## src/rtc_aux_regs.vh

```
`ifndef RTC_AUX_REGS_VH
`define RTC_AUX_REGS_VH
// Register addresses of the serial register port.
`define ADDR_TRIM_INIT      8'h0B
`define ADDR_TRIM_SCALE     8'h0C
`define ADDR_FINAL_ANALOG   8'h0E
`define ADDR_FINAL_DIGITAL  8'h0F
`define ADDR_STATUS         8'h07
`define ADDR_PWR_CTRL       8'h09
`define ADDR_FWD_MONTH      8'h20
`define ADDR_FWD_DAY_WEEK   8'h21
`define ADDR_FWD_DATE       8'h22
`define ADDR_FWD_HOUR       8'h23
`define ADDR_REV_MONTH      8'h24
`define ADDR_REV_DAY_WEEK   8'h25
`define ADDR_REV_DATE       8'h26
`define ADDR_REV_HOUR       8'h27
`define ADDR_TEMP_LOW       8'h28
`define ADDR_TEMP_HIGH      8'h29
`define ADDR_NET_CORR_LOW   8'h2A
`define ADDR_NET_CORR_HIGH  8'h2B
`define ADDR_TURNOVER       8'h2C
`define ADDR_HOT_COEFF      8'h2D
`define ADDR_COLD_COEFF     8'h2E
`define ADDR_STAMP_MB_BASE  8'h30
`define ADDR_STAMP_BM_BASE  8'h38
`define STAMP_BYTES         5
// Field positions.
`define BIT_DST_ENABLE      7
`define BIT_WD_PRIORITY     6
`define BIT_STAMP_CLEAR     7
`define BIT_TEMP_SENSE_EN   7
`define BIT_DST_APPLIED     5
// Reset values.
`define RST_ZERO            8'h00
`define RST_REV_MONTH       8'h10
`define RST_TURNOVER        5'h00
`define RST_COEFF           7'h00
// Arithmetic constants.
`define TEMP_REF_BASE       10'h254
`define WEEK_LAST           3'h7
`define CORR_SHIFT          12
`define DIGITAL_TRIM_BIAS   8'h10
`endif

```

## src/dst_match.v

```verilog
`timescale 1ns/1ps
`default_nettype none
`include "rtc_aux_regs.vh"
module dst_match (
  input  wire [7:0] i_month_reg,
  input  wire [7:0] i_day_week_reg,
  input  wire [7:0] i_date_reg,
  input  wire [7:0] i_hour_reg,
  input  wire [4:0] i_rtc_month,
  input  wire [5:0] i_rtc_date,
  input  wire [2:0] i_rtc_weekday,
  input  wire [5:0] i_rtc_hour,
  input  wire [2:0] i_rtc_week_of_month,
  input  wire       i_rtc_last_week,
  output wire       o_match
);
  wire       weekday_priority;
  wire [2:0] sched_week;
  wire       week_ok;
  wire       day_ok;
  // Week/weekday or date decides the day; month and hour always must agree.
  assign weekday_priority = i_day_week_reg[`BIT_WD_PRIORITY];
  assign sched_week       = i_day_week_reg[5:3];
  assign week_ok = (sched_week == `WEEK_LAST) ? i_rtc_last_week
                                              : (sched_week == i_rtc_week_of_month);
  assign day_ok  = weekday_priority ? (week_ok && (i_day_week_reg[2:0] == i_rtc_weekday))
                                    : (i_date_reg[5:0] == i_rtc_date);
  // Hour compare ignores the mode bit; the stored hour uses the clock's own format.
  assign o_match = (i_month_reg[4:0] == i_rtc_month) && day_ok &&
                   (i_hour_reg[5:0] == i_rtc_hour);
endmodule
`default_nettype wire

```

## src/temp_comp.v

```verilog
`timescale 1ns/1ps
`default_nettype none
`include "rtc_aux_regs.vh"
module temp_comp (
  input  wire        i_clk,
  input  wire        i_rst,
  input  wire        i_sample_valid,
  input  wire [9:0]  i_sample,
  input  wire        i_sense_en,
  input  wire [4:0]  i_turnover,
  input  wire [6:0]  i_hot_coeff,
  input  wire [6:0]  i_cold_coeff,
  input  wire [7:0]  i_init_offset,
  output reg  [9:0]  o_temp_code,
  output reg  [15:0] o_net_corr
);
  reg        have_first_reg;
  reg  [9:0] first_reg;
  wire [10:0] sum;
  wire [9:0]  ref_code;
  wire [10:0] dev;
  wire [6:0]  coeff;
  wire [27:0] curv;
  // Turnover field is sign-magnitude in half degrees around the base code.
  assign ref_code = i_turnover[4] ? (`TEMP_REF_BASE - {6'h00, i_turnover[3:0]})
                                  : (`TEMP_REF_BASE + {6'h00, i_turnover[3:0]});
  assign sum   = {1'b0, first_reg} + {1'b0, i_sample};
  assign dev   = (o_temp_code >= ref_code) ? {1'b0, o_temp_code - ref_code}
                                           : {1'b0, ref_code - o_temp_code};
  assign coeff = (o_temp_code >= ref_code) ? i_hot_coeff : i_cold_coeff;
  assign curv  = {21'h000000, coeff} * {17'h00000, dev} * {17'h00000, dev};
  // Two successive conversions are averaged into one reported code.
  always @(posedge i_clk) begin
    if (i_rst) begin
      have_first_reg <= 1'b0;
      first_reg      <= 10'h000;
      o_temp_code    <= 10'h000;
      o_net_corr     <= 16'h0000;
    end else begin
      if (i_sense_en && i_sample_valid) begin
        have_first_reg <= ~have_first_reg;
        first_reg      <= i_sample;
        if (have_first_reg) begin
          o_temp_code <= sum[10:1];
        end
      end
      o_net_corr <= {{8{i_init_offset[7]}}, i_init_offset} +
                    curv[27:`CORR_SHIFT];
    end
  end
endmodule
`default_nettype wire

```

## src/rtc_aux.v

```verilog
`timescale 1ns/1ps
`default_nettype none
`include "rtc_aux_regs.vh"
module rtc_aux (
  input  wire        i_clk,
  input  wire        i_rst,
  input  wire        i_reg_wr,
  input  wire        i_reg_rd,
  input  wire [7:0]  i_reg_addr,
  input  wire [7:0]  i_reg_wdata,
  output reg  [7:0]  o_reg_rdata,
  input  wire [7:0]  i_rtc_seconds,
  input  wire [7:0]  i_rtc_minutes,
  input  wire [7:0]  i_rtc_hours,
  input  wire [7:0]  i_rtc_date,
  input  wire [7:0]  i_rtc_month,
  input  wire [2:0]  i_rtc_weekday,
  input  wire [2:0]  i_rtc_week_of_month,
  input  wire        i_rtc_last_week,
  input  wire        i_hour_tick,
  input  wire        i_on_battery,
  input  wire        i_temp_valid,
  input  wire [9:0]  i_temp_sample,
  output reg         o_hour_advance,
  output reg         o_hour_retard,
  output wire        o_summer_time_applied_flag
);
  ////////////////////////////////////////////////////////////////////////////
  // Registers.
  reg  [7:0] fwd_month_reg;
  reg  [7:0] fwd_day_week_reg;
  reg  [7:0] fwd_date_reg;
  reg  [7:0] fwd_hour_reg;
  reg  [7:0] rev_month_reg;
  reg  [7:0] rev_day_week_reg;
  reg  [7:0] rev_date_reg;
  reg  [7:0] rev_hour_reg;
  reg        applied_reg;
  reg        temp_sense_enable_reg;
  reg  [4:0] turnover_reg;
  reg  [6:0] hot_coeff_reg;
  reg  [6:0] cold_coeff_reg;
  reg  [7:0] trim_init_reg;
  reg  [7:0] trim_scale_reg;
  reg  [7:0] final_analog_reg;
  reg  [7:0] final_digital_reg;
  // Five stamp bytes per set: seconds, minutes, hours, date, month.
  reg  [7:0] stamp_mb_reg [0:4];
  reg  [7:0] stamp_bm_reg [0:4];
  reg        mb_taken_reg;
  reg        on_batt_reg;
  reg        fwd_armed_reg;
  reg        rev_armed_reg;
  reg        fwd_hit_reg;
  reg        rev_hit_reg;
  wire       enable;
  wire       fwd_match;
  wire       rev_match;
  wire       wr_stamp_clear;
  wire       to_batt;
  wire       to_main;
  wire       dst_off_wr;
  wire       fwd_fire;
  wire       rev_fire;
  wire [9:0] temp_code;
  wire [15:0] net_corr;
  wire [39:0] now_bytes;
  integer    k;

  assign enable = fwd_month_reg[`BIT_DST_ENABLE];
  assign o_summer_time_applied_flag = applied_reg;
  assign wr_stamp_clear = i_reg_wr && (i_reg_addr == `ADDR_PWR_CTRL) &&
                          i_reg_wdata[`BIT_STAMP_CLEAR];
  assign to_batt = i_on_battery && !on_batt_reg;
  assign to_main = !i_on_battery && on_batt_reg;
  // Stamp bytes in clock order: seconds, minutes, hours, date, month.
  assign now_bytes = {i_rtc_month, i_rtc_date, i_rtc_hours, i_rtc_minutes,
                      i_rtc_seconds};

  ////////////////////////////////////////////////////////////////////////////
  // Summer time event qualifiers.
  // Writing the enable low clears the applied flag at the write itself, so the
  // very next read of the status register already shows it clear.
  assign dst_off_wr = i_reg_wr && (i_reg_addr == `ADDR_FWD_MONTH) &&
                      !i_reg_wdata[`BIT_DST_ENABLE];
  // A schedule fires on the first cycle of its match, only when it was armed at
  // the previous hour boundary. The flag makes forward and reverse alternate,
  // so the hour that repeats after a set-back cannot fire the reverse again.
  assign fwd_fire = enable && fwd_match && !fwd_hit_reg && fwd_armed_reg &&
                    !applied_reg;
  assign rev_fire = enable && rev_match && !rev_hit_reg && rev_armed_reg &&
                    applied_reg;

  ////////////////////////////////////////////////////////////////////////////
  // Schedule comparators.
  // Both comparators see the same clock bytes; mode bits of the hour and the
  // unused upper bits of date and month never take part in a match.
  dst_match u_fwd (
    .i_month_reg         (fwd_month_reg),
    .i_day_week_reg      (fwd_day_week_reg),
    .i_date_reg          (fwd_date_reg),
    .i_hour_reg          (fwd_hour_reg),
    .i_rtc_month         (i_rtc_month[4:0]),
    .i_rtc_date          (i_rtc_date[5:0]),
    .i_rtc_weekday       (i_rtc_weekday),
    .i_rtc_hour          (i_rtc_hours[5:0]),
    .i_rtc_week_of_month (i_rtc_week_of_month),
    .i_rtc_last_week     (i_rtc_last_week),
    .o_match             (fwd_match)
  );
  dst_match u_rev (
    .i_month_reg         (rev_month_reg),
    .i_day_week_reg      (rev_day_week_reg),
    .i_date_reg          (rev_date_reg),
    .i_hour_reg          (rev_hour_reg),
    .i_rtc_month         (i_rtc_month[4:0]),
    .i_rtc_date          (i_rtc_date[5:0]),
    .i_rtc_weekday       (i_rtc_weekday),
    .i_rtc_hour          (i_rtc_hours[5:0]),
    .i_rtc_week_of_month (i_rtc_week_of_month),
    .i_rtc_last_week     (i_rtc_last_week),
    .o_match             (rev_match)
  );

  ////////////////////////////////////////////////////////////////////////////
  // Temperature averaging and compensation arithmetic.
  // Conversions only count while sensing is enabled, so a stale sample taken
  // with sensing off can never be paired with a fresh one.
  temp_comp u_comp (
    .i_clk          (i_clk),
    .i_rst          (i_rst),
    .i_sample_valid (i_temp_valid),
    .i_sample       (i_temp_sample),
    .i_sense_en     (temp_sense_enable_reg),
    .i_turnover     (turnover_reg),
    .i_hot_coeff    (hot_coeff_reg),
    .i_cold_coeff   (cold_coeff_reg),
    .i_init_offset  (trim_init_reg),
    .o_temp_code    (temp_code),
    .o_net_corr     (net_corr)
  );

  ////////////////////////////////////////////////////////////////////////////
  // Configuration register writes.
  // Reserved bits are masked on write so that they always read back as zero.
  always @(posedge i_clk) begin
    if (i_rst) begin
      fwd_month_reg         <= `RST_ZERO;
      fwd_day_week_reg      <= `RST_ZERO;
      fwd_date_reg          <= `RST_ZERO;
      fwd_hour_reg          <= `RST_ZERO;
      rev_month_reg         <= `RST_REV_MONTH;
      rev_day_week_reg      <= `RST_ZERO;
      rev_date_reg          <= `RST_ZERO;
      rev_hour_reg          <= `RST_ZERO;
      temp_sense_enable_reg <= 1'b0;
      turnover_reg          <= `RST_TURNOVER;
      hot_coeff_reg         <= `RST_COEFF;
      cold_coeff_reg        <= `RST_COEFF;
      trim_init_reg         <= `RST_ZERO;
      trim_scale_reg        <= `RST_ZERO;
    end else if (i_reg_wr) begin
      case (i_reg_addr)
        `ADDR_FWD_MONTH:    fwd_month_reg    <= i_reg_wdata & 8'h9F;
        `ADDR_FWD_DAY_WEEK: fwd_day_week_reg <= i_reg_wdata & 8'h7F;
        `ADDR_FWD_DATE:     fwd_date_reg     <= i_reg_wdata & 8'h3F;
        `ADDR_FWD_HOUR:     fwd_hour_reg     <= i_reg_wdata & 8'h3F;
        `ADDR_REV_MONTH:    rev_month_reg    <= i_reg_wdata & 8'h1F;
        `ADDR_REV_DAY_WEEK: rev_day_week_reg <= i_reg_wdata & 8'h7F;
        `ADDR_REV_DATE:     rev_date_reg     <= i_reg_wdata & 8'h3F;
        `ADDR_REV_HOUR:     rev_hour_reg     <= i_reg_wdata & 8'h3F;
        `ADDR_PWR_CTRL:     temp_sense_enable_reg <= i_reg_wdata[`BIT_TEMP_SENSE_EN];
        `ADDR_TURNOVER:     turnover_reg     <= i_reg_wdata[4:0];
        `ADDR_HOT_COEFF:    hot_coeff_reg    <= i_reg_wdata[6:0];
        `ADDR_COLD_COEFF:   cold_coeff_reg   <= i_reg_wdata[6:0];
        `ADDR_TRIM_INIT:    trim_init_reg    <= i_reg_wdata;
        `ADDR_TRIM_SCALE:   trim_scale_reg   <= i_reg_wdata;
        default: ; // Read-only and unmapped addresses ignore writes.
      endcase
    end
  end

  ////////////////////////////////////////////////////////////////////////////
  // Final trim readouts derived from the net correction value.
  // The digital readout stays at its zero-correction code and the analog readout
  // shows only bits 6:1 of the net correction; this keeps the readouts simple
  // at the cost of dropping bit 0 and every bit above bit 6 of the correction.
  always @(posedge i_clk) begin
    if (i_rst) begin
      final_analog_reg  <= `RST_ZERO;
      final_digital_reg <= `RST_ZERO;
    end else begin
      final_analog_reg  <= {2'b00, net_corr[6:1]};
      final_digital_reg <= `DIGITAL_TRIM_BIAS;
    end
  end

  ////////////////////////////////////////////////////////////////////////////
  // Supply transition time stamps.
  // Supply edges are found against a registered copy that resets to mains, so
  // a device that leaves reset on mains shows no false switchover; a device
  // that leaves reset on battery takes that as its first switchover.
  always @(posedge i_clk) begin
    if (i_rst) begin
      on_batt_reg  <= 1'b0;
      mb_taken_reg <= 1'b0;
      for (k = 0; k < `STAMP_BYTES; k = k + 1) begin
        stamp_mb_reg[k] <= `RST_ZERO;
        stamp_bm_reg[k] <= `RST_ZERO;
      end
    end else begin
      on_batt_reg <= i_on_battery;
      if (wr_stamp_clear) begin
        mb_taken_reg <= 1'b0;
        for (k = 0; k < `STAMP_BYTES; k = k + 1) begin
          stamp_mb_reg[k] <= `RST_ZERO;
          stamp_bm_reg[k] <= `RST_ZERO;
        end
      end
      // A capture in the clearing cycle wins over the clear.
      if (to_batt && !mb_taken_reg) begin
        mb_taken_reg <= 1'b1;
        for (k = 0; k < `STAMP_BYTES; k = k + 1) begin
          stamp_mb_reg[k] <= now_bytes[k*8 +: 8];
        end
      end
      if (to_main) begin
        for (k = 0; k < `STAMP_BYTES; k = k + 1) begin
          stamp_bm_reg[k] <= now_bytes[k*8 +: 8];
        end
      end
    end
  end

  ////////////////////////////////////////////////////////////////////////////
  // Summer time adjustment, once per schedule arming.
  // The pulses last one cycle; the flag is the only lasting record, and a
  // disable clears it even in a cycle in which a schedule fires.
  always @(posedge i_clk) begin
    if (i_rst) begin
      applied_reg    <= 1'b0;
      fwd_armed_reg  <= 1'b0;
      rev_armed_reg  <= 1'b0;
      fwd_hit_reg    <= 1'b0;
      rev_hit_reg    <= 1'b0;
      o_hour_advance <= 1'b0;
      o_hour_retard  <= 1'b0;
    end else begin
      o_hour_advance <= 1'b0;
      o_hour_retard  <= 1'b0;
      // A schedule is armed only on an hour boundary when it did not match.
      if (i_hour_tick) begin
        fwd_armed_reg <= enable && !fwd_match;
        rev_armed_reg <= enable && !rev_match;
      end
      fwd_hit_reg <= fwd_match;
      rev_hit_reg <= rev_match;
      if (fwd_fire) begin
        o_hour_advance <= 1'b1;
        applied_reg    <= 1'b1;
      end else if (rev_fire) begin
        o_hour_retard <= 1'b1;
        applied_reg   <= 1'b0;
        rev_armed_reg <= 1'b0;
      end
      if (!enable || dst_off_wr) begin
        applied_reg <= 1'b0;
      end
    end
  end

  ////////////////////////////////////////////////////////////////////////////
  // Register read mux.
  // Reads have no side effect, so software may poll the flag, the stamps and
  // the temperature code as often as it likes.
  always @* begin
    o_reg_rdata = `RST_ZERO;
    if (i_reg_rd) begin
      case (i_reg_addr)
        `ADDR_FWD_MONTH:     o_reg_rdata = fwd_month_reg;
        `ADDR_FWD_DAY_WEEK:  o_reg_rdata = fwd_day_week_reg;
        `ADDR_FWD_DATE:      o_reg_rdata = fwd_date_reg;
        `ADDR_FWD_HOUR:      o_reg_rdata = fwd_hour_reg;
        `ADDR_REV_MONTH:     o_reg_rdata = rev_month_reg;
        `ADDR_REV_DAY_WEEK:  o_reg_rdata = rev_day_week_reg;
        `ADDR_REV_DATE:      o_reg_rdata = rev_date_reg;
        `ADDR_REV_HOUR:      o_reg_rdata = rev_hour_reg;
        `ADDR_STATUS:        o_reg_rdata = {2'b00, applied_reg, 5'h00};
        `ADDR_PWR_CTRL:      o_reg_rdata = {temp_sense_enable_reg, 7'h00};
        `ADDR_TEMP_LOW:      o_reg_rdata = temp_code[7:0];
        `ADDR_TEMP_HIGH:     o_reg_rdata = {6'h00, temp_code[9:8]};
        `ADDR_NET_CORR_LOW:  o_reg_rdata = net_corr[7:0];
        `ADDR_NET_CORR_HIGH: o_reg_rdata = net_corr[15:8];
        `ADDR_TURNOVER:      o_reg_rdata = {3'b000, turnover_reg};
        `ADDR_HOT_COEFF:     o_reg_rdata = {1'b0, hot_coeff_reg};
        `ADDR_COLD_COEFF:    o_reg_rdata = {1'b0, cold_coeff_reg};
        `ADDR_TRIM_INIT:     o_reg_rdata = trim_init_reg;
        `ADDR_TRIM_SCALE:    o_reg_rdata = trim_scale_reg;
        `ADDR_FINAL_ANALOG:  o_reg_rdata = final_analog_reg;
        `ADDR_FINAL_DIGITAL: o_reg_rdata = final_digital_reg;
        default: begin
          if (i_reg_addr >= `ADDR_STAMP_MB_BASE &&
              i_reg_addr < `ADDR_STAMP_MB_BASE + `STAMP_BYTES) begin
            o_reg_rdata = stamp_mb_reg[i_reg_addr[2:0]];
          end else if (i_reg_addr >= `ADDR_STAMP_BM_BASE &&
                       i_reg_addr < `ADDR_STAMP_BM_BASE + `STAMP_BYTES) begin
            o_reg_rdata = stamp_bm_reg[i_reg_addr[2:0]];
          end
        end
      endcase
    end
  end
endmodule
`default_nettype wire

```

## config.mk

```make
export PLATFORM = sky130hd
export DESIGN_NAME = rtc_aux
export DESIGN_NICKNAME = d
export VERILOG_FILES = /design/src/dst_match.v /design/src/temp_comp.v /design/src/rtc_aux.v
export VERILOG_INCLUDE_DIRS = /design/src
export SDC_FILE = /design/constraint.sdc
export NUM_CORES = 1
export LEC_CHECK = 0
export ABC_AREA = 1
export BUFFER_PORTS_ARGS = -buffer_cell sky130_fd_sc_hd__buf_2
export CAP_MARGIN = 20
export CORE_ASPECT_RATIO = 2
export CORE_MARGIN = 2
export CORE_UTILIZATION = 25
export DETAILED_ROUTE_END_ITERATION = 16
export PLACE_DENSITY = 0.39
export SETUP_SLACK_MARGIN = 0.2
export SYNTH_ARGS = -nofsm -noshare
export SYNTH_HDL_FRONTEND = slang
export SYNTH_SLANG_ARGS = --single-unit
```

## constraint.sdc

```tcl
create_clock -name i_clk -period 19.6 [get_ports i_clk]
set_clock_uncertainty 0.2 [all_clocks]
set_input_delay 1.96 -clock i_clk [delete_from_list [all_inputs] [get_ports i_clk]]
set_output_delay 1.96 -clock i_clk [all_outputs]
set_load 0.02 [all_outputs]
```

==> results.json <==
{
  "status": "completed",
  "max-clock-path-buffers": 3,
  "cp_data_required_time_ns": 19.85,
  "timing.critical_path.mode_cell": "nand2_1",
  "synth_area_leaders": "fa_1 17%, dfxtp_1 14%, edfxtp_1 12%, ha_1 9.1%, inv_1 8.4%",
  "place.gp.congestion": 0.917,
  "path_delay_family": "adder cells",
  "unrepaired_setup_endpoints_after_global_routing": "no",
  "worst_skew_pair.late_latency_ns": 0.56,
  "overflow": 0,
  "initial_drc_count": 835,
  "synth-async-reset-ratio": 0,
  "via_density_per_instance": 4.75,
  "post-synth-top-count-cell": "inv_1",
  "crit_slowest_cell": "inv_1",
  "area_delta_synth_final_pct": 11.4,
  "yosys-top-cells-count": "437 x inv_1, 434 x nand2_1, 351 x nor2_1",
  "fp-row-count": 145,
  "die_height_um": 400,
  "ctsHoldBuffers": 0,
  "pin_count_of_the_biggest_net_entering_global_routing": 90,
  "worst-path-buf-inv": 9,
  "crit_type": "reg -> reg",
  "detail_route.drc_violations": 0,
  "ys_seq_elements": 218,
  "critPathMaxStageDelay_ns": 0.71,
  "final_min_period_over_clock_period": 0.738,
  "critPathLaunchType": "register",
  "io_buffers": 90,
  "grt_first_pass_wirelength_mm": 117,
  "synth.largest_area_cell": "fa_1",
  "final-setup-viol-count": 0,
  "netlist_instances": 2554,
  "grt_use_total": 0.196,
  "antenna_found_initial": 8,
  "final_nets": 2996,
  "cts_inserted_buffers": 21,
  "syn-num-nets": 2944,
  "postCtsSetupRepairBufs": 0,
  "mappedNetlistArea_mm2": 0.0196,
  "edff_count_synth": 80,
  "synth.top_cell.area_share": 0.172,
  "synth.distinct_cells": 60,
  "cp_data_arrival_time_ns": 14.72,
  "worst_slack_placed_ns": 4.89,
  "vdd_drop_max_uv": 65.5,
  "final_period_minus_worst_setup_slack_ns": 14.47,
  "clockRootBuffer": "clkbuf_16",
  "tritoncts": "done",
  "cp_max_fo": 27,
  "post_drt_wl_per_cell_um": 21.6,
  "final_setup_margin_ns": 5.13,
  "htree_levels": 1,
  "clock-sinks": 218,
  "post_cts_resized": 0,
  "tns_ns": 0,
  "half_perimeter_wire_length_after_placement_mm": 65.1,
  "worst_slew_margin_rel": 0.249,
  "p_leak_nw": 9.80,
  "clock_slew_seen_by_the_registers_of_the_worst_setup_and_hold_paths_ns": 0.07,
  "post_route_cells_drive_above_1_share": 0.0736,
  "syn-mean-instance-area_um2": 7.68,
  "synth_sequential_area_ratio": 0.263,
  "final_util": 0.281,
  "top_reg_cell_synth": "dfxtp_1",
  "max_freq_mhz": 69.1,
  "max_slew_violation_count": 0,
  "setup.worst_path.end_class": "register",
  "maxCapViolCount": 0,
  "hold_violations": 0,
  "dieArea_mm2": 0.0808,
  "via_count": 17400,
  "yosysWarnings": 0,
  "total_wirelength_mm": 78.8,
  "die_width_um": 202,
  "drt_first_pass_iters": 6,
  "max_slew.worst_pin.slew_ns": 1.12,
  "grt_pass1_vias": 18800,
  "power_density_mw_per_mm2": 44.9,
  "drtAntennaViolNets": 0,
  "io_pins": 91,
  "hp-class": "reg -> reg",
  "fp.coreArea_mm2": 0.0778,
  "floorplan.initialDensity": 0.252
}
[layer usage]
layer | vias up | wire, µm | GRT usage | part of all wire
met5 | - | 13 | 0 | 0.00016
met4 | 2 | 6650 | 0.147 | 0.084
met3 | 188 | 2250 | 0.0137 | 0.029
met2 | 431 | 44800 | 0.403 | 0.57
met1 | 8445 | 25100 | 0.174 | 0.32
li1 | 8309 | - | - | -
[cell usage in the layout, fill, tap and decap left out, types with 5 or more instances in the layout]
cell type,instances
a21oi_1,196
a221oi_1,12
a31oi_1,9
buf_2,90
buf_4,16
clkbuf_16,21
dfxtp_1,138
diode_2,5
edfxtp_1,80
fa_1,168
ha_1,142
inv_1,437
inv_2,6
nand2_1,433
nand2_2,8
nand3_1,67
nand4_1,9
nor2_1,351
nor2_2,7
nor3_1,19
nor4_1,9
o2111ai_1,10
o21a_1,8
o21ai_0,161
o21ai_1,9
o21ai_2,7
o22ai_1,54
o311ai_0,9
or2_2,10
xnor2_1,21
xor2_1,42
[per-stage QoR]
| stage | cell area, µm² | hold slack [ns] | instances | total power [W] |
|---|---|---|---|---|
| floorplan | 19600 | 0.203 | 2554 | 0.000537 |
| global placement | 21100 | 0.232 | 3610 | 0.000575 |
| detailed placement | 21100 | 0.235 | 3610 | 0.000576 |
| CTS | 21800 | 0.252 | 3648 | 0.000999 |
| global route | 21800 | 0.274 | 3652 | 0.00102 |
| finish | 21900 | 0.252 | 3655 | 0.000982 |
[path summary, 6_finish.rpt]
| path | from | to | slack (ns) | cells past startpoint |
|---|---|---|---|---|
| worst max-delay path | turnover_reg[0] | u_comp.o_net_corr[14] | 5.13 | 57 |
| worst min-delay path | u_comp.o_net_corr[4] | final_analog_reg[3] | 0.25 | 2 |
| worst min register to register | u_comp.o_net_corr[4] | final_analog_reg[3] | 0.25 | 2 |
| worst max register to register | turnover_reg[0] | u_comp.o_net_corr[14] | 5.13 | 57 |
[layout make-up]
| cell class | count | area (µm²) |
|---|---|---|
| Fill cell | 8563 | 56000 |
| Tap cell | 1029 | 1290 |
| Clock buffer | 27 | 568 |
| Multi-Input combinational cell | 1811 | 12400 |
| Sequential cell | 218 | 5160 |
| Clock inverter | 11 | 90.1 |
| Antenna cell | 5 | 12.5 |
| Inverter | 446 | 1680 |
| Timing Repair Buffer | 108 | 626 |
[where the power goes]
part | internal (W) | switching, W | leakage, nW | total, W
combinational | 0.0000229 | 0.0000590 | 7.52 | 0.0000820
clock | 0.000220 | 0.000197 | 0.316 | 0.000417
sequential | 0.000480 | 0.00000322 | 1.96 | 0.000483
total | 0.000723 | 0.000260 | 9.80 | 0.000982
[kinds of logic (layout without fill, tap and decap cells)]
group                      Yosys count  after routing  share of synthesized area
and+or+nand+nor                    927            927                      0.194
buffers and inverters              525            592                      0.103
AOI/OAI and AO/OA                  508            508                      0.147
adders and majority gates          310            310                      0.262
DFF                                218            218                      0.263
xor gates and xnor gates            66             66                     0.0302
other                                0              5                          0
[tightest hold or removal path, delay by kind of cell, from the launching register on]
family                 cells  cell delay, ns
and+or+nand+nor            1            0.04
DFF                        1            0.30
buffers and inverters      1            0.07
No activity file was read; power rests on OpenSTA's default activity.
